==> src/include/ssio_pkg.sv <==
package ssio_pkg;
	// =========================================================
	// Frame and timing
	localparam int          FRAME_BITS    = 8;
	localparam int          CNT_W         = 4;
	localparam logic [7:0]  DUMMY_BYTE    = 8'hFF;
	localparam int          CLK_MHZ       = 25;
	localparam int          SCLK_HALF_NS  = 160;
	localparam int          SCLK_HALF_CYC = ((SCLK_HALF_NS * CLK_MHZ + 999) / 1000 < 1) ? 1
		: (SCLK_HALF_NS * CLK_MHZ + 999) / 1000;
	localparam int          RX_FIFO_DEPTH = 2;

	// =========================================================
	// Reset values
	localparam logic        TXD_IDLE      = 1'b1;
	localparam logic        SCLK_IDLE     = 1'b1;
	localparam logic [2:0]  SCLK_SYNC_RST = 3'h7;
	localparam logic [1:0]  RXD_SYNC_RST  = 2'h3;
	localparam logic [7:0]  BYTE_RST      = 8'h00;

	// =========================================================
	// Carriers
	typedef struct packed {
		logic clock_output_mode;
		logic double_buffer_enable;
		logic full_duplex_enable;
		logic receive_enable_bit;
		logic rising_edge_select;
	} ssio_cfg_t;

	typedef struct packed {
		logic tx_buffer_empty_flag;
		logic rx_buffer_full_flag;
		logic underrun_error;
		logic overrun_error;
	} ssio_stat_t;

	typedef enum logic {
		SH_IDLE = 1'b0,
		SH_RUN  = 1'b1
	} ssio_state_t;
endpackage

==> src/design/ssio_core.sv <==
`timescale 1ns/1ps
// What this block does
// Unbuffered clock-out: write shifts 8 bits, then irq
// Buffered: b1_reg loads shifter, irq on transfer into b1_reg
// Buffered clock-out: empty buffer stops clock, no irq
// Clock-in: first programmed edge starts shifting out
// Host loads frame before external clock starts
// Buffered clock-in: late write gives underrun, 0xFF
// Unbuffered clock-out receive: read triggers next frame
// Clock-out receive runs only with receive enable
// Received frame moves to buffer 2, irq
// Unread buffer 2 stalls clock; read resumes it
// Clock-in receive always buffered, irq per transfer
// Software sets receive enable before receiving
// Full-duplex bit sends and receives together
// Full-duplex unbuffered: write runs one exchange
// Next exchange needs read and write, any order
// Full-duplex buffered: write starts, reload after send
// Full-duplex buffered: stall on empty or full
// Full-duplex clock-in shifts on programmed edge
// Host keeps pace with external clock
// Clock-in: unread buffer 2 at frame end overruns
// Error flags stick until software clears them
module ssio_core #(
	parameter int FIFO_DEPTH = ssio_pkg::RX_FIFO_DEPTH,
	parameter int HALF_CYC   = ssio_pkg::SCLK_HALF_CYC
) (
	// Clock and reset
	input  wire logic                CLK_I,
	input  wire logic                RESET_I,
	// Configuration and status
	input  wire ssio_pkg::ssio_cfg_t CFG_I,
	input  wire logic                ERR_CLEAR_I,
	output ssio_pkg::ssio_stat_t     STATUS_O,
	// Transmit write side
	input  wire logic [7:0]          TX_DATA_I,
	input  wire logic                TX_VALID_I,
	output logic                     TX_READY_O,
	// Receive read side
	output logic [7:0]               RX_DATA_O,
	output logic                     RX_VALID_O,
	input  wire logic                RX_READY_I,
	// Events
	output logic                     TRANSMIT_INTERRUPT_O,
	output logic                     RECEIVE_INTERRUPT_O,
	// Serial pins
	input  wire logic                SERIAL_CLOCK_PIN_I,
	output logic                     SERIAL_CLOCK_PIN_O,
	output logic                     SERIAL_CLOCK_PIN_OE_O,
	output logic                     TX_DATA_PIN_O,
	input  wire logic                RX_DATA_PIN_I
);
	localparam int PW = (FIFO_DEPTH > 1) ? $clog2(FIFO_DEPTH) : 1;
	localparam int CW = $clog2(FIFO_DEPTH + 1);
	localparam int DW = $clog2(HALF_CYC + 1);

	function automatic logic [PW-1:0] ptr_inc(input logic [PW-1:0] p);
		ptr_inc = (p == PW'(FIFO_DEPTH - 1)) ? '0 : p + 1'b1;
	endfunction

	// =========================================================
	// Declarations
	ssio_pkg::ssio_state_t                state_reg;
	ssio_pkg::ssio_state_t                state_next;
	logic [2:0]                           sclk_sync_reg;
	logic [1:0]                           rxd_sync_reg;
	logic [DW-1:0]                        div_reg;
	logic                                 sclk_reg;
	logic [ssio_pkg::CNT_W-1:0]           bit_cnt_reg;
	logic [7:0]                           hold_reg;
	logic                                 hold_valid_reg;
	logic [7:0]                           b1_reg;
	logic                                 b1_full_reg;
	logic [7:0]                           tx_sh_reg;
	logic [7:0]                           rx_sh_reg;
	logic                                 tx_act_reg;
	logic                                 rx_act_reg;
	logic                                 rx_pend_reg;
	logic                                 txd_reg;
	logic                                 tx_irq_reg;
	logic                                 rx_irq_reg;
	logic                                 underrun_reg;
	logic                                 overrun_reg;
	logic [7:0]                           fifo_mem [FIFO_DEPTH];
	logic [PW-1:0]                        wr_ptr_reg;
	logic [PW-1:0]                        rd_ptr_reg;
	logic [CW-1:0]                        count_reg;

	// =========================================================
	// Pin synchronisers and edge finding
	wire ext_rise = sclk_sync_reg[1] & ~sclk_sync_reg[2];
	wire ext_fall = ~sclk_sync_reg[1] & sclk_sync_reg[2];
	wire ext_edge = CFG_I.rising_edge_select ? ext_rise : ext_fall;
	wire rxd      = rxd_sync_reg[1];

	always_ff @(posedge CLK_I) begin
		if (RESET_I) begin
			sclk_sync_reg <= ssio_pkg::SCLK_SYNC_RST;
			rxd_sync_reg  <= ssio_pkg::RXD_SYNC_RST;
		end else begin
			sclk_sync_reg <= {sclk_sync_reg[1:0], SERIAL_CLOCK_PIN_I};
			rxd_sync_reg  <= {rxd_sync_reg[0], RX_DATA_PIN_I};
		end
	end

	// =========================================================
	// Mode decode
	wire clk_out    = CFG_I.clock_output_mode;
	wire db         = CFG_I.double_buffer_enable;
	wire fdx        = CFG_I.full_duplex_enable;
	wire rx_en      = CFG_I.receive_enable_bit;
	wire is_run     = (state_reg == ssio_pkg::SH_RUN);
	wire fifo_empty = (count_reg == '0);
	wire fifo_full  = (count_reg == CW'(FIFO_DEPTH));
	// Half duplex picks its direction from the receive enable
	wire tx_sel     = fdx | ~rx_en;
	wire rx_sel     = rx_en;

	// =========================================================
	// Frame start conditions
	wire tx_ok    = db ? b1_full_reg : hold_valid_reg;
	// Unbuffered receive waits for the host read
	wire rx_ok    = ~rx_pend_reg & (db | fifo_empty);
	wire start_ok = fdx ? (tx_ok & rx_ok) : (rx_en ? rx_ok : tx_ok);
	wire run_out  = is_run & clk_out;
	wire tick     = run_out & (div_reg == DW'(HALF_CYC - 1));
	wire shift_ev  = clk_out ? (tick & sclk_reg) : ext_edge;
	wire sample_ev = clk_out ? (tick & ~sclk_reg) : ext_edge;
	// Output mode starts on its own; input mode on the first edge
	wire start_ev = ~is_run & (clk_out ? start_ok : ext_edge);
	wire active   = is_run | start_ev;
	wire done_ev  = sample_ev & is_run
		& (bit_cnt_reg == ssio_pkg::CNT_W'(ssio_pkg::FRAME_BITS - 1));

	// =========================================================
	// Transmit path
	wire tx_done = done_ev & tx_act_reg;
	wire hold_wr = TX_VALID_I & ~hold_valid_reg;
	// Missing data still yields a full frame of ones
	wire [7:0] load_val = db ? (b1_full_reg ? b1_reg : ssio_pkg::DUMMY_BYTE)
		: (hold_valid_reg ? hold_reg : ssio_pkg::DUMMY_BYTE);
	wire hold_take = start_ev & ~db & tx_sel & hold_valid_reg;
	wire load_ev   = db & hold_valid_reg & (~b1_full_reg | tx_done);
	wire underrun_set = start_ev & ~clk_out & db & tx_sel & ~b1_full_reg;
	wire tx_go  = start_ev ? tx_sel : tx_act_reg;
	wire [7:0] tx_cur = start_ev ? load_val : tx_sh_reg;
	wire tx_irq = db ? load_ev : tx_done;

	// =========================================================
	// Receive path
	wire rx_go    = start_ev ? rx_sel : rx_act_reg;
	wire [7:0] rx_word = {rxd, rx_sh_reg[7:1]};
	wire rx_last  = done_ev & rx_act_reg;
	wire push_req = rx_last | rx_pend_reg;
	wire [7:0] push_data = rx_pend_reg ? rx_sh_reg : rx_word;
	wire push     = push_req & ~fifo_full;
	wire pop      = RX_READY_I & ~fifo_empty;
	// A frame held back in output mode waits, input mode drops it
	wire pend_set = rx_last & fifo_full & clk_out;
	wire overrun_set = rx_last & fifo_full & ~clk_out;

	// =========================================================
	// Sequencer
	always_comb begin
		state_next = state_reg;
		unique case (state_reg)
			ssio_pkg::SH_IDLE: begin
				if (start_ev) begin
					state_next = ssio_pkg::SH_RUN;
				end
			end
			ssio_pkg::SH_RUN: begin
				if (done_ev) begin
					state_next = ssio_pkg::SH_IDLE;
				end
			end
		endcase
	end

	always_ff @(posedge CLK_I) begin
		if (RESET_I) begin
			state_reg   <= ssio_pkg::SH_IDLE;
			bit_cnt_reg <= '0;
			tx_act_reg  <= 1'b0;
			rx_act_reg  <= 1'b0;
			tx_sh_reg   <= ssio_pkg::BYTE_RST;
		end else begin
			state_reg <= state_next;
			if (sample_ev && active) begin
				bit_cnt_reg <= done_ev ? '0 : bit_cnt_reg + 1'b1;
			end
			if (start_ev) begin
				tx_act_reg <= tx_sel;
				rx_act_reg <= rx_sel;
				tx_sh_reg  <= load_val;
			end
		end
	end

	// =========================================================
	// Serial clock generator
	always_ff @(posedge CLK_I) begin
		if (RESET_I || !run_out) begin
			div_reg  <= '0;
			sclk_reg <= ssio_pkg::SCLK_IDLE;
		end else if (tick) begin
			div_reg  <= '0;
			sclk_reg <= ~sclk_reg;
		end else begin
			div_reg <= div_reg + 1'b1;
		end
	end

	// =========================================================
	// Shifters
	always_ff @(posedge CLK_I) begin
		if (RESET_I) begin
			txd_reg   <= ssio_pkg::TXD_IDLE;
			rx_sh_reg <= ssio_pkg::BYTE_RST;
		end else begin
			if (shift_ev && active && tx_go) begin
				txd_reg <= tx_cur[bit_cnt_reg[2:0]];
			end
			if (sample_ev && active && rx_go) begin
				rx_sh_reg <= rx_word;
			end
		end
	end

	// =========================================================
	// Transmit buffers
	always_ff @(posedge CLK_I) begin
		if (RESET_I) begin
			hold_reg       <= ssio_pkg::BYTE_RST;
			hold_valid_reg <= 1'b0;
			b1_reg         <= ssio_pkg::BYTE_RST;
			b1_full_reg    <= 1'b0;
		end else begin
			if (hold_wr) begin
				hold_reg       <= TX_DATA_I;
				hold_valid_reg <= 1'b1;
			end else if (hold_take || load_ev) begin
				hold_valid_reg <= 1'b0;
			end
			if (load_ev) begin
				b1_reg      <= hold_reg;
				b1_full_reg <= 1'b1;
			end else if (tx_done && db) begin
				b1_full_reg <= 1'b0;
			end
		end
	end

	// =========================================================
	// Receive buffer 2 queue, events and errors
	always_ff @(posedge CLK_I) begin
		if (RESET_I) begin
			wr_ptr_reg   <= '0;
			rd_ptr_reg   <= '0;
			count_reg    <= '0;
			rx_pend_reg  <= 1'b0;
			tx_irq_reg   <= 1'b0;
			rx_irq_reg   <= 1'b0;
			underrun_reg <= 1'b0;
			overrun_reg  <= 1'b0;
			for (int i = 0; i < FIFO_DEPTH; i++) begin
				fifo_mem[i] <= ssio_pkg::BYTE_RST;
			end
		end else begin
			if (push) begin
				fifo_mem[wr_ptr_reg] <= push_data;
				wr_ptr_reg           <= ptr_inc(wr_ptr_reg);
			end
			if (pop) begin
				rd_ptr_reg <= ptr_inc(rd_ptr_reg);
			end
			if (push && !pop) begin
				count_reg <= count_reg + 1'b1;
			end else if (pop && !push) begin
				count_reg <= count_reg - 1'b1;
			end
			rx_pend_reg  <= pend_set | (rx_pend_reg & ~push);
			tx_irq_reg   <= tx_irq;
			rx_irq_reg   <= push;
			// Set wins over a clear in the same cycle
			underrun_reg <= underrun_set | (underrun_reg & ~ERR_CLEAR_I);
			overrun_reg  <= overrun_set | (overrun_reg & ~ERR_CLEAR_I);
		end
	end

	// =========================================================
	// Outputs
	assign TX_READY_O            = ~hold_valid_reg;
	assign RX_DATA_O             = fifo_mem[rd_ptr_reg];
	assign RX_VALID_O            = ~fifo_empty;
	assign TRANSMIT_INTERRUPT_O  = tx_irq_reg;
	assign RECEIVE_INTERRUPT_O   = rx_irq_reg;
	assign SERIAL_CLOCK_PIN_O    = sclk_reg;
	assign SERIAL_CLOCK_PIN_OE_O = clk_out;
	assign TX_DATA_PIN_O         = txd_reg;
	assign STATUS_O = {~hold_valid_reg, ~fifo_empty, underrun_reg, overrun_reg};

	// =========================================================
	// Checks
	tx_irq_plain_a: assert property (
		@(posedge CLK_I) disable iff (RESET_I)
		(done_ev && tx_act_reg && !db) |=> TRANSMIT_INTERRUPT_O)
		else $error("no transmit irq after unbuffered frame");
	tx_irq_load_a: assert property (
		@(posedge CLK_I) disable iff (RESET_I)
		load_ev |=> (TRANSMIT_INTERRUPT_O && b1_full_reg && TX_READY_O))
		else $error("buffer transfer without irq or empty flag");
	tx_stop_a: assert property (
		@(posedge CLK_I) disable iff (RESET_I)
		(clk_out && db && tx_done && !hold_valid_reg && !fdx && !rx_en)
		|=> (!TRANSMIT_INTERRUPT_O && !is_run))
		else $error("clock kept running with empty buffer");
	dummy_send_a: assert property (
		@(posedge CLK_I) disable iff (RESET_I)
		underrun_set |=> (underrun_reg && tx_sh_reg == ssio_pkg::DUMMY_BYTE
			&& bit_cnt_reg == 4'h1))
		else $error("underrun not flagged or not dummy");
	rx_enable_a: assert property (
		@(posedge CLK_I) disable iff (RESET_I)
		(start_ev && clk_out && !rx_en) |=> !rx_act_reg)
		else $error("receive ran without enable");
	rx_move_a: assert property (
		@(posedge CLK_I) disable iff (RESET_I)
		push |=> (RECEIVE_INTERRUPT_O && RX_VALID_O))
		else $error("received frame not moved with irq");
	rx_stall_a: assert property (
		@(posedge CLK_I) disable iff (RESET_I)
		(rx_pend_reg && clk_out) |-> (!start_ev && !RECEIVE_INTERRUPT_O))
		else $error("clock started with frame pending");
	fd_stall_a: assert property (
		@(posedge CLK_I) disable iff (RESET_I)
		(clk_out && fdx && db && (!b1_full_reg || rx_pend_reg)) |-> !start_ev)
		else $error("full duplex clock not halted");
	overrun_a: assert property (
		@(posedge CLK_I) disable iff (RESET_I)
		(done_ev && rx_act_reg && fifo_full && !clk_out) |=> (overrun_reg && fifo_full))
		else $error("overrun not flagged");
	err_hold_a: assert property (
		@(posedge CLK_I) disable iff (RESET_I)
		(overrun_reg && !ERR_CLEAR_I) |=> overrun_reg)
		else $error("overrun flag lost without clear");
	first_bit_a: assert property (
		@(posedge CLK_I) disable iff (RESET_I)
		(start_ev && !clk_out && tx_sel) |=> (TX_DATA_PIN_O == $past(tx_cur[0]) && is_run))
		else $error("first bit not sent on first edge");
endmodule

==> config.mk <==
export PLATFORM = sky130hd
export DESIGN_NAME = ssio_core
export DESIGN_NICKNAME = d
export VERILOG_FILES = /design/src/include/ssio_pkg.sv /design/src/design/ssio_core.sv
export SDC_FILE = /design/constraint.sdc
export NUM_CORES = 1
export LEC_CHECK = 0
export ABC_AREA = 1
export BUFFER_PORTS_ARGS = -buffer_cell sky130_fd_sc_hd__buf_2
export CAP_MARGIN = 10
export CORE_MARGIN = 3
export CORE_UTILIZATION = 58
export CTS_CLUSTER_SIZE = 40
export DETAILED_ROUTE_END_ITERATION = 7
export PLACE_DENSITY = 0.79
export SLEW_MARGIN = 20
export SYNTH_ARGS = -nofsm -noshare
export SYNTH_HDL_FRONTEND = slang
export SYNTH_SLANG_ARGS = --single-unit
==> constraint.sdc <==
create_clock -name CLK_I -period 2.74 [get_ports CLK_I]
set_input_delay 0.137 -clock CLK_I [delete_from_list [all_inputs] [get_ports CLK_I]]
set_output_delay 0.137 -clock CLK_I [all_outputs]
set_load 0.03 [all_outputs]
# ---- Word level (Yosys, flattened, before mapping)
# Memories as Yosys holds them, arrays and structs flattened. A register that Yosys moved wholly into a read port is not among the register bits.
# Index checks and enable logic that the tools add are counted.
dict set report totals {
  ramBits 16
  n_memories 1
  reg_bits 60
  in_bits 20
  elab_cells 144
  out_inout_bits 19
}
dict set report classes {
  add_sub_neg 6
  bitwise_logic 53
  n_eq_ne 3
  magnitude_cmp 1
  reduce_logical 18
  mux 39
}
# memory words width rd rd_clocked_by_memory_dff wr line
set memory_table {}
lappend memory_table {fifo_mem 2 8 1 1 2 ssio_core.sv:84} ;# logic [7:0] fifo_mem [FIFO_DEPTH];
# op n
set ops {}
lappend ops {{2-to-1 mux 8 bit} 6}
lappend ops {{AND 1 bit} 31}
lappend ops {{2-to-1 mux 1 bit} 28}
lappend ops {{inverter 1 bit} 14}
lappend ops {{bitwise OR 1 bit} 8}
lappend ops {{OR reduction 8 bit} 1}
lappend ops {{logical AND 1 bit} 7}
lappend ops {{nonzero test 2 bit} 3}
lappend ops {{adder 4 x 1 -> 4 bit, second input constant} 1}
lappend ops {{== test 4 x 3 -> 1 bit, second input constant} 1}
lappend ops {{< comparator 3 x 4 -> 1 bit, second input constant} 1}
lappend ops {{2-to-1 mux 2 bit} 2}
lappend ops {{2-to-1 mux 4 bit} 1}
lappend ops {{adder 3 x 1 -> 3 bit, second input constant} 1}
lappend ops {{binary-select mux 1 bit (select 3 bit)} 1}
lappend ops {{== test 3 x 2 -> 1 bit, second input constant} 1}
lappend ops {{logical NOT 1 bit} 3}
lappend ops {{adder 1 bit, second input constant} 2}
lappend ops {{adder 2 x 1 -> 2 bit, second input constant} 1}
lappend ops {{== test 2 bit, second input constant} 1}
lappend ops {{logical NOT 2 bit} 1}
lappend ops {{logical OR 1 bit} 2}
lappend ops {{case mux 1 bit (2 select lines)} 1}
lappend ops {{OR reduction 2 bit} 1}
lappend ops {{subtractor 2 x 1 -> 2 bit, second input constant} 1}

# ---- Depth between registers and ports, before layout
# Gate-level depths: netlist (run 1).
dict set report depth {
  depth_word 14
  ltp_mapped 17
  depth_no_buf 17
}

# ---- Worst setup path before layout (run 1)
# OpenSTA, ideal clock, no wires.
dict set report synth_timing {
  path_kind {reg-to-reg}
  startpoint {register div_reg[0]}
  endpoint {register count_reg[1]}
  setup_ps 122
  t_arrival_ps 2010
  slack_ps 608
  stages_incl_launch_ff 18
  n_path_buf 0
  cell_sequence {dfxtp_1 ha_1 ha_1 inv_1 nor3_2 nand2_1 nand2_1 nand2_2 nor2_4 nand2_1 nand2_1 nand2_2 inv_1 ha_1 a21oi_1 o21ai_0 o21ai_0 a21oi_1}
}
dict set report synth_between {
  elab_chain_cells 12
  word_cells_on_any_way 14
  classes_between {eq/ne (1); mux (2); bitwise (7); reduce/logical (4)}
}
# element line
set synth_rtl {}
lappend synth_rtl {{start, declared} ssio_core.sv:67} ;# logic [DW-1:0] div_reg;
lappend synth_rtl {{start signal, assigned} ssio_core.sv:210} ;# div_reg <= div_reg + 1'b1;
lappend synth_rtl {{== test 3 x 2 -> 1 bit *} ssio_core.sv:126} ;# wire tick = run_out & (div_reg == DW'(HALF_CYC - 1));
lappend synth_rtl {{AND 1 bit *} ssio_core.sv:126}
lappend synth_rtl {{AND 1 bit *} ssio_core.sv:128} ;# wire sample_ev = clk_out ? (tick & ~sclk_reg) : ext_edge;
lappend synth_rtl {{2-to-1 mux 1 bit *} ssio_core.sv:128}
lappend synth_rtl {{AND 1 bit *} ssio_core.sv:132} ;# wire done_ev = sample_ev & is_run
lappend synth_rtl {{AND 1 bit *} ssio_core.sv:133} ;# & (bit_cnt_reg == ssio_pkg::CNT_W'(ssio_pkg::FRAME_BITS - 1));
lappend synth_rtl {{AND 1 bit *} ssio_core.sv:153} ;# wire rx_last = done_ev & rx_act_reg;
lappend synth_rtl {{bitwise OR 1 bit *} ssio_core.sv:154} ;# wire push_req = rx_last | rx_pend_reg;
lappend synth_rtl {{AND 1 bit *} ssio_core.sv:156} ;# wire push = push_req & ~fifo_full;
lappend synth_rtl {{via push} ssio_core.sv:156}
lappend synth_rtl {{logical NOT 1 bit} ssio_core.sv:279} ;# end else if (pop && !push) begin
lappend synth_rtl {{logical AND 1 bit} ssio_core.sv:279}
lappend synth_rtl {{nonzero test 2 bit (no source line)} n/a}
lappend synth_rtl {{end signal, assigned} ssio_core.sv:278} ;# count_reg <= count_reg + 1'b1;
lappend synth_rtl {{end signal, assigned} ssio_core.sv:280} ;# count_reg <= count_reg - 1'b1;
lappend synth_rtl {{end, declared} ssio_core.sv:87} ;# logic [CW-1:0] count_reg;
# Mark *: on every way through the listed nets, which the timed path passes. The rest lies on a longest branch.
# A chain may end at the register's enable or synchronous reset.

# ---- Final worst setup path (run 1)
# Ends and elaborated chain as after synthesis.

==> results of run 1 <==
[cell type report]
type                       count  share of cell area [%]
sequential                    77                   44.23
multi-input combinational    268                   36.55
timing repair buffer          43                   6.049
inverter                      56                   5.463
clock buffer                  11                   3.415
tap                           72                   2.341
clock inverter                 5                   1.951
[cells by family after synthesis]
group           after synthesis  synth area share (%)
mux                           8                 2.624
compound gates               93                 14.58
simple gates                163                 22.30
fa+ha+maj                     4                 1.458
flops                        77                 49.56
buf+inv                      76                 9.475
[power by group through the flow]
stage / Combinational, mW / Sequential [mW] / Clock (mW)
3_5_place_dp: 0.333 / 1.29 / 0
5_1_grt: 0.378 / 1.27 / 0.958
3_3_place_gp: 0.325 / 1.28 / 0
2_1_floorplan: 0.264 / 1.28 / 0
6_report: 0.338 / 1.26 / 0.899
4_1_cts: 0.338 / 1.26 / 0.905
[through the flow]
| step | cell area (um2) | hold slack [ns] | std cells |
|---|---|---|---|
| floorplan | 3433 | 0.2151 | 421 |
| global placement | 3621 | 0.3230 | 514 |
| detailed placement | 3621 | 0.3237 | 514 |
| CTS | 3847 | 0.03566 | 532 |
| global route | 3847 | 0.05643 | 532 |
| finish | 3847 | 0.04290 | 532 |
[worst paths after layout]
| path | start | endpoint | slack [ns] |
|---|---|---|---|
| max | div_reg[0] | count_reg[1] | 0.29 |
| min | TX_DATA_I[5] | hold_reg[5] | 0.04 |
| max reg2reg | div_reg[0] | count_reg[1] | 0.29 |
| min reg2reg | rxd_sync_reg[0] | rxd_sync_reg[1] | 0.41 |
[worst max-delay path: stages (launching register included)]
cell and delay (ns):
dfxtp_1 0.34, ha_1 0.16, ha_1 0.17, inv_1 0.07, nor3_2 0.14, nand2_1 0.09
nand2_1 0.08, nand2_2 0.10, nor2_4 0.14, nand2_1 0.08, nand2_1 0.07, nand2_2 0.10
inv_1 0.08, ha_1 0.26, a21oi_1 0.14, o21ai_0 0.13, o21ai_1 0.15, a21oi_1 0.05
[layout by cell type (no fill, tap or decap), types with 9 or more instances in the layout]
cell,count
dfxtp_1,61
inv_1,53
buf_2,38
o21ai_0,37
nand3_1,15
nor2_2,9
a21oi_1,42
clkbuf_8,9
nor2_1,47
nand2_1,57
edfxtp_1,16
[layer usage]
metal	GRT usage (%)	vias to the layer above	routed length, um
met2	34.99	66	3381
met5	0	-	0
met3	3.274	11	331
met4	7.429	0	109
li1	-	1434	-
met1	27.92	1299	3208
[repair_timing]
item | 4_1_cts | 5_1_grt
hold buffers | 2 | 0
endpoints found under the hold margin | 2 | 0
buffers inserted | 0 | 0
setup endpoints to repair | 0 | 1
gates resized for setup | 0 | 1
==> key figures, run 1 <==
Detailed routing
  – Post-DRT Antenna Nets: 0
  – DR iter-0 viols: 171
  – DR vias: 2810
  – DR pass1 iterations: 4
  – WL final: 7.032 mm
  – DR DRC count: 0
  – Wire length per cell: 13.22 um
  – Vias per cell: 5.282

Critical path
  – Crit. End Element: register
  – Worst Path Max Fanout: 6
  – Required time worst endpoint: 2.97 ns
  – Crit path kind: register to register
  – WP data arrival: 2.68 ns
  – R2R depth: 17
  – Worst Setup Start Kind: register

Layout
  – FILL cells: 489
  – Final antenna diode count: 0
  – Layout area overhead: 12.06%
  – Layout Utilization: 68.61%
  – Max FFs per register: 16
  – Sequential cell area: 0.001702 mm2
  – Layout cell share with drive strength beyond 1: 21.09%
  – Footprint of the multi-input gates: 0.001406 mm2
  – Largest Register: fifo_mem
  – Nets: 479

Power and ir drop
  – Pint: 1.845 mW
  – Power per Cell Area: 649.2 mW/mm2
  – Total power: 2.498 mW
  – Sequential power share: 50.5%
  – Sw power: 0.6528 mW
  – Clock Power Share: 36.0%
  – Combinational power share: 13.5%
  – Static Leak: 1.647 nW
  – Switch share: 26.13%
  – Worst ir drop on vdd: 452.6 uV

Min path
  – Hold Path Depth: 3
  – Worst Hold Class: input pin to register

Logic synthesis
  – Seq/Total Area, Yosys: 49.56%
  – Number of enable flip-flop cells after synthesis: 16
  – Ys async rst share: 0%
  – Post-Syn Instances: 421
  – Cell variety after synth: 33
  – Post-synth top area share: 35.57%
  – Most frequent cell after synthesis: dfxtp_1
  – Syn Nets: 445
  – Dominant synthesized flop cell: dfxtp_1
  – Synthesized area: 0.003433 mm2
  – List of most frequent post-synthesis cells: 61 x dfxtp_1, 57 x nand2_1, 53 x inv_1
  – Number of synthesized register bits: 77
  – Post-Syn Area per Cell: 8.155 um2
  – YS warnings: 0
  – Synth top area cells: dfxtp_1 36%, edfxtp_1 14%, nand2_1 6.2%
  – Post-synth top area cell: dfxtp_1

Floorplan
  – Die Width: 82.94 um
  – Die Y: 82.94 um
  – Rows: 27
  – Die ar.: 0.006879 mm2
  – Initial core utilization: 61.22%
  – Core ar.: 0.005608 mm2
  – Num ports: 39

Global routing
  – Initial antenna violation count: 0
  – Largest net degree at the start of global routing: 24
  – Vias in the first global route: 2559
  – Overall Global Routing Usage: 21.07%
  – First-pass GRT wire length: 11.83 mm
  – Remaining Overflow, GRT: 0

STA
  – Unrepaired setup endpoints after global routing: no
  – Worst clock skew: 0.007088 ns
  – Minimum clock period: 2.451 ns
  – Setup TNS: 0 ns
  – Worst Tran Pin Value: 0.5341 ns
  – Final setup margin: 0.2887 ns
  – # setup viols final: 0
  – Final Hold Fails: 0
  – Fmax: 407.9 MHz
  – Final Cycle Share: 89.46%
  – Slew HR: 64.34%
  – Slew Limit Fails: 0

CTS
  – CTS tree: built
  – Total CTS buffers: 9
  – H-tree depth: 3
  – CTS Root Buffer Type: clkbuf_8
  – Clock sinks: 77
  – Worst-path clk slew: 0.07 ns
  – Largest buffer count on any clock path: 2
  – Clk Latency, worst-skew pair: 0.34 ns

Place
  – Port bufs: 38
  – Post-DP HPWL: 5.219 mm
  – Final GP Congestion: 0.8357
  – Pre-CTS setup slack: 0.3273 ns

Job
  – Max-capacitance violation count: 0

Status
  – Status: completed
Power figures use the tool's default switching activity.
==> run 2: changes to the inputs <==
--- a/config.mk
+++ b/config.mk
@@ -8,10 +8,11 @@
 export ABC_AREA = 1
 export BUFFER_PORTS_ARGS = -buffer_cell sky130_fd_sc_hd__buf_2
 export CAP_MARGIN = 10
-export CORE_MARGIN = 3
+export CORE_MARGIN = 5
 export CORE_UTILIZATION = 58
 export CTS_CLUSTER_SIZE = 40
 export DETAILED_ROUTE_END_ITERATION = 7
+export HOLD_SLACK_MARGIN = 0.05
 export PLACE_DENSITY = 0.79
 export SLEW_MARGIN = 20
 export SYNTH_ARGS = -nofsm -noshare
==> key figures, run 2 (synthesized netlist as in run 1, its figures left out) <==
Global routing
  – M2 GR Usage: 36.16% (+1.2 points)
  – Overall Global Routing Usage: 20.53% (-0.54 points)
  – Vias in the first global route: 2739 (+7.0%)
  – Met3 Usage GRT: 5.487% (+2.2 points)
  – Remaining Overflow, GRT: 0 (unchanged)
  – Initial antenna violation count: 0 (unchanged)
  – Largest net degree at the start of global routing: 25 (+4.2%)
  – GR Util met1: 22.83% (-5.1 points)
  – First-pass GRT wire length: 11.99 mm (+1.3%)
  – Busiest grt layer: met2

Layout
  – Largest Register: fifo_mem
  – Layout area overhead: 11.99% (about the same)
  – Max FFs per register: 16 (unchanged)
  – Nets: 482 (+0.63%)
  – Most common cell after layout, fill and taps aside: dfxtp_1
  – Layout cell share with drive strength beyond 1: 20.73% (-0.35 points)
  – Final antenna diode count: 0 (unchanged)
  – Most frequent cells in the layout: 61 x dfxtp_1, 57 x nand2_1, 53 x inv_1

Floorplan
  – Num ports: 39 (unchanged)
  – Rows: 28 (+3.7%)
  – Die Width: 86.94 um (+4.8%)
  – Core ar.: 0.005851 mm2 (+4.3%)
  – Die Y: 86.94 um (+4.8%)
  – Initial core utilization: 58.68% (-2.5 points)
  – Die ar.: 0.007559 mm2 (+9.9%)

Power and ir drop
  – Worst ir drop on vdd: 421.8 uV (-6.8%)
  – Switch share: 28.78% (+2.6 points)
  – Combinational power share: 14.5% (+1.0 points)
  – Sw power: 0.6722 mW (+3.0%)
  – Sequential power share: 53.9% (+3.4 points)
  – Total power: 2.336 mW (-6.5%)
  – Power per Cell Area: 607.5 mW/mm2 (-6.4%)
  – Pint: 1.664 mW (-9.8%)
  – Clock Power Share: 31.6% (-4.4 points)
  – Static Leak: 1.628 nW (-1.2%)

Critical path
  – Required time worst endpoint: 2.98 ns (about the same)
  – Most frequent cell on the critical path: nand2_1
  – Crit. End Element: register
  – WP data arrival: 2.67 ns (about the same)
  – Worst Path Max Fanout: 6 (unchanged)
  – CP cell instances: ha_1 > ha_1 > inv_1 > nor3_2 > nand2_1 > nand2_1 > nand2_2 > nor2_4 > nand2_1 > nand2_1 > nand2_2 > inv_1 > ha_1 > a21oi_1 > o21ai_0 > o21ai_0 > a21oi_1
  – Worst Setup Start Kind: register
  – Crit path kind: register to register
  – Slowest-stage cell, CP: dfxtp_1
  – Crit-path max cell delay: 0.34 ns (about the same)

Detailed routing
  – DR DRC count: 0 (unchanged)
  – WL final: 6.868 mm (-2.3%)
  – DR vias: 2785 (-0.89%)
  – Vias per cell: 5.177 (-2.0%)
  – DR pass1 iterations: 4 (unchanged)
  – Wire length per cell: 12.77 um (-3.4%)
  – Post-DRT Antenna Nets: 0 (unchanged)
  – DR iter-0 viols: 143 (-16%)

Place
  – Post-DP HPWL: 4.983 mm (-4.5%)
  – Port bufs: 38 (unchanged)
  – Final GP Congestion: 0.8425 (+0.81%)

STA
  – # setup viols final: 0 (unchanged)
  – Minimum clock period: 2.429 ns (-0.02202 ns)
  – Slew HR: 66.42% (+2.1 points)
  – Unrepaired setup endpoints after global routing: no
  – Final Cycle Share: 88.66% (-0.80 points)
  – Worst clock skew: 0.007462 ns (+0.0003741 ns)
  – Fmax: 411.6 MHz (+0.91%)
  – Final Hold Fails: 0 (unchanged)
  – Setup TNS: 0 ns (unchanged)
  – Slew Limit Fails: 0 (unchanged)
  – Worst Tran Pin Value: 0.5030 ns (-0.03117 ns)

CTS
  – CTS Root Buffer Type: clkbuf_8
  – Clk Latency, worst-skew pair: 0.35 ns (about the same)
  – Worst-path clk slew: 0.08 ns (about the same)
  – H-tree depth: 3 (unchanged)
  – Total CTS buffers: 9 (unchanged)
  – Largest buffer count on any clock path: 2 (unchanged)
  – Hold buffers post-CTS: 6 (+4)
  – Setup bufs post-CTS: 0 (unchanged)
  – Cts repair resizes: 0 (unchanged)
  – Clock sinks: 77 (unchanged)
  – CTS tree: built

Status
  – Status: completed

Min path
  – Worst Hold Class: input pin to register

Job
  – Max-capacitance violation count: 0 (unchanged)
run 2: final timing paths:
kind	from	endpoint	slack, ns	cells after the start
worst max-delay path	div_reg[0]	count_reg[1]	0.31	17
worst min-delay path	TX_DATA_I[1]	hold_reg[1]	0.07	3
worst min register to register	rxd_sync_reg[0]	rxd_sync_reg[1]	0.41	1
worst max register to register	div_reg[0]	count_reg[1]	0.31	17
run 2: metrics by stage:
| step | area (um2) | util [%] | setup slack [ns] | cells | hold slack [ns] |
|---|---|---|---|---|---|
| after floorplan | 3433 | - | 0.6079 | 421 | 0.2151 |
| after global placement | 3617 | 61.83 | 0.4915 | 516 | 0.3216 |
| after detailed placement | 3617 | 61.83 | 0.2992 | 516 | 0.3233 |
| after CTS | 3845 | 65.72 | 0.2975 | 538 | 0.06431 |
| after global routing | 3845 | 65.72 | 0.02086 | 538 | 0.06844 |
| final | 3845 | 65.72 | 0.3107 | 538 | 0.06777 |
run 2: critical path: cells and delay by family, from the launching register on:
| kind | cells | cell delay [ns] |
|---|---|---|
| AOI/OAI and AO/OA | 4 | 0.48 |
| DFF | 1 | 0.34 |
| and+or+nand+nor | 8 | 0.80 |
| buffers and inverters | 2 | 0.14 |
| adders and majority gates | 3 | 0.56 |
run 2: power groups by stage:
| stage | Combinational [mW] | Sequential (mW) | Clock [mW] |
|---|---|---|---|
| after global placement | 0.323 | 1.28 | 0 |
| after global routing | 0.384 | 1.27 | 0.801 |
| after floorplan | 0.264 | 1.28 | 0 |
| after detailed placement | 0.331 | 1.28 | 0 |
| after CTS | 0.341 | 1.26 | 0.750 |
| final | 0.340 | 1.26 | 0.737 |
run 2: layout make-up:
| cell class | instances | area, um2 |
|---|---|---|
| clock buffer | 10 | 127.6 |
| clock inverter | 6 | 40.04 |
| fill | 482 | 2006 |
| inverter | 56 | 210.2 |
| multi-input combinational | 268 | 1406 |
| sequential | 77 | 1702 |
| tap | 75 | 93.84 |
| timing repair buffer | 46 | 265.3 |
run 2: metal layers:
metal  part of all wire (%)  routed length (um)
met5                      0                   0
met4                    2.3                 157
met3                    4.7                 325
met2                     51                3495
met1                     42                2889
==> run 3: changes to the inputs <==
--- a/config.mk
+++ b/config.mk
@@ -9,11 +9,11 @@
 export BUFFER_PORTS_ARGS = -buffer_cell sky130_fd_sc_hd__buf_2
 export CAP_MARGIN = 10
 export CORE_MARGIN = 5
-export CORE_UTILIZATION = 58
+export CORE_UTILIZATION = 52
 export CTS_CLUSTER_SIZE = 40
 export DETAILED_ROUTE_END_ITERATION = 7
 export HOLD_SLACK_MARGIN = 0.05
-export PLACE_DENSITY = 0.79
+export PLACE_DENSITY = 0.75
 export SLEW_MARGIN = 20
 export SYNTH_ARGS = -nofsm -noshare
 export SYNTH_HDL_FRONTEND = slang
==> constraint.sdc (replaced) <==
create_clock -name CLK_I -period 2.2 [get_ports CLK_I]
set_input_delay 0.11 -clock CLK_I [delete_from_list [all_inputs] [get_ports CLK_I]]
set_output_delay 0.11 -clock CLK_I [all_outputs]
set_load 0.03 [all_outputs]
==> key figures, run 3 (synthesized netlist as in run 1, its figures left out) <==
Status
  – Status: completed

STA
  – Worst clock skew: 0.01018 ns (+0.002717 ns)
  – Slew Limit Fails: 0 (unchanged)
  – # setup viols final: 0 (unchanged)
  – Worst Tran Pin Value: 0.6484 ns (+0.1454 ns)
  – Fmax: 458.5 MHz (+11%)
  – Slew HR: 56.73% (-9.7 points)
  – Final Cycle Share: 99.15% (+10 points)
  – Minimum clock period: 2.181 ns (-0.2481 ns)
  – Unrepaired setup endpoints after global routing: yes
  – Fin Hold WS: 0.05745 ns (-0.01032 ns)
  – Setup TNS: 0 ns (unchanged)
  – Final Hold Fails: 0 (unchanged)

Job
  – Max-capacitance violation count: 0 (unchanged)

Floorplan
  – Rows: 29 (+3.6%)
  – Initial core utilization: 53.76% (-4.9 points)
  – Core ar.: 0.006386 mm2 (+9.2%)
  – Num ports: 39 (unchanged)
  – Die Y: 91.26 um (+5.0%)
  – Die Width: 91.26 um (+5.0%)
  – Die ar.: 0.008327 mm2 (+10%)

Layout
  – Layout area overhead: 19.39%
  – Nets: 500 (+3.7%)
  – Largest Register: fifo_mem
  – Sequential cell area: 0.001704 mm2 (+0.15%)
  – Most common cell after layout, fill and taps aside: dfxtp_1
  – Layout cell share with drive strength beyond 1: 25.99% (+5.3 points)
  – Footprint of the multi-input gates: 0.001474 mm2 (+4.8%)
  – Most frequent cells in the layout: 59 x dfxtp_1, 53 x nand2_1, 51 x inv_1
  – Finished Layout Cells: 558 (+3.7%)
  – Layout Utilization: 64.19% (-1.5 points)
  – Final antenna diode count: 0 (unchanged)
  – FILL cells: 530 (+10%)
  – Max FFs per register: 16 (unchanged)

Critical path
  – Worst Setup Start Kind: register
  – WP data arrival: 2.44 ns (-0.23 ns)
  – Crit path kind: register to register
  – Required time worst endpoint: 2.46 ns (-0.52 ns)
  – Worst Path Max Fanout: 4 (-2)
  – Crit. End Element: register

Detailed routing
  – DR vias: 2890 (+3.8%)
  – WL final: 7.141 mm (+4.0%)
  – DR iter-0 viols: 128 (-10%)
  – DR DRC count: 0 (unchanged)
  – Post-DRT Antenna Nets: 0 (unchanged)
  – DR pass1 iterations: 4 (unchanged)
  – Wire length per cell: 12.80 um (+0.25%)
  – Vias per cell: 5.179 (about the same)

Power and ir drop
  – Worst ir drop on vdd: 455.8 uV (+8.0%)
  – Total power: 3.126 mW (+34%)
  – Power per Cell Area: 762.6 mW/mm2 (+26%)
  – Static Leak: 1.732 nW (+6.4%)

CTS
  – Total CTS buffers: 9 (unchanged)
  – Worst-path clk slew: 0.09 ns (about the same)
  – CTS Root Buffer Type: clkbuf_8
  – Largest buffer count on any clock path: 2 (unchanged)
  – CTS tree: built
  – H-tree depth: 3 (unchanged)
  – Clock sinks: 77 (unchanged)
  – Clk Latency, worst-skew pair: 0.36 ns (about the same)

Global routing
  – Vias in the first global route: 2713 (-0.95%)
  – Remaining Overflow, GRT: 0 (unchanged)
  – Largest net degree at the start of global routing: 24 (-4.0%)
  – Initial antenna violation count: 0 (unchanged)
  – First-pass GRT wire length: 12.28 mm (+2.4%)
  – Overall Global Routing Usage: 18.16% (-2.4 points)

Place
  – Final GP Congestion: 0.8570 (+1.7%)
  – Post-DP HPWL: 5.024 mm (+0.82%)
  – Port bufs: 38 (unchanged)
  – Inst Count DP: 530 (+2.7%)

Min path
  – Worst Hold Class: input pin to register
-- run 3: cell count changes in the layout (fill, tap and decap cells not counted), sizes merged --
cell and delta:
clkinv -2, clkinvlp -1, buf +14, inv +3, clkbuf -1, dlygate4sd3 +4
bufinv +1
-- run 3: final timing paths --
check	start	end	slack, ns	cells past startpoint
setup / recovery	div_reg[0]	count_reg[1]	0.02	17
hold / removal	TX_DATA_I[2]	hold_reg[2]	0.06	3
setup reg to reg	div_reg[0]	count_reg[1]	0.02	17
hold reg to reg	rxd_sync_reg[0]	rxd_sync_reg[1]	0.42	1
-- run 3: layout make-up --
class	instances	area share, %
multi-input cells	268	35.96
repair buffers	64	10.01
well taps	77	2.350
inverters	56	5.128
flip-flops and latches	77	41.57
clock inverters	7	1.954
clock buffers	9	3.022
-- run 3: routing by layer --
metal  global-route usage [%]  routed length [um]
met5                        0                   0
met4                    8.313                 177
met3                    4.215                 352
met2                    31.19                3533
met1                    21.45                3077
-- run 3: stage by stage --
stage	worst slack (ns)	area [um2]
finish	0.01878	4099
CTS	-0.01390	4023
global route	-0.1090	4099
global placement	0.01137	3710
detailed placement	-0.07900	3710
floorplan	0.06788	3433
-- run 3: timing repair --
item	in CTS	in global routing
setup endpoints to repair	10	18
buffers inserted	1	1
hold buffers	10	0
resized for setup	3	16
hold endpoints to repair	11	0
pin swaps	3	8
-- run 3: critical path: stages (launching register included) --
cell	delay (ns)
dfxtp_2	0.36
ha_4	0.13
ha_4	0.12
inv_2	0.04
nor3_2	0.19
nand2_1	0.09
nand2_1	0.08
nand2_2	0.07
nor2_4	0.14
nand2_2	0.07
nand2_2	0.09
nand2_4	0.07
inv_2	0.08
ha_4	0.20
a21oi_4	0.11
o21ai_2	0.07
o21ai_1	0.13
a21oi_1	0.06
-- run 3: power by group --
part | switching [mW] | leakage [nW] | internal (mW) | total, mW
combinational | 0.292 | 0.968 | 0.167 | 0.458
clock | 0.563 | 0.0968 | 0.537 | 1.10
sequential | 0.0441 | 0.666 | 1.52 | 1.57
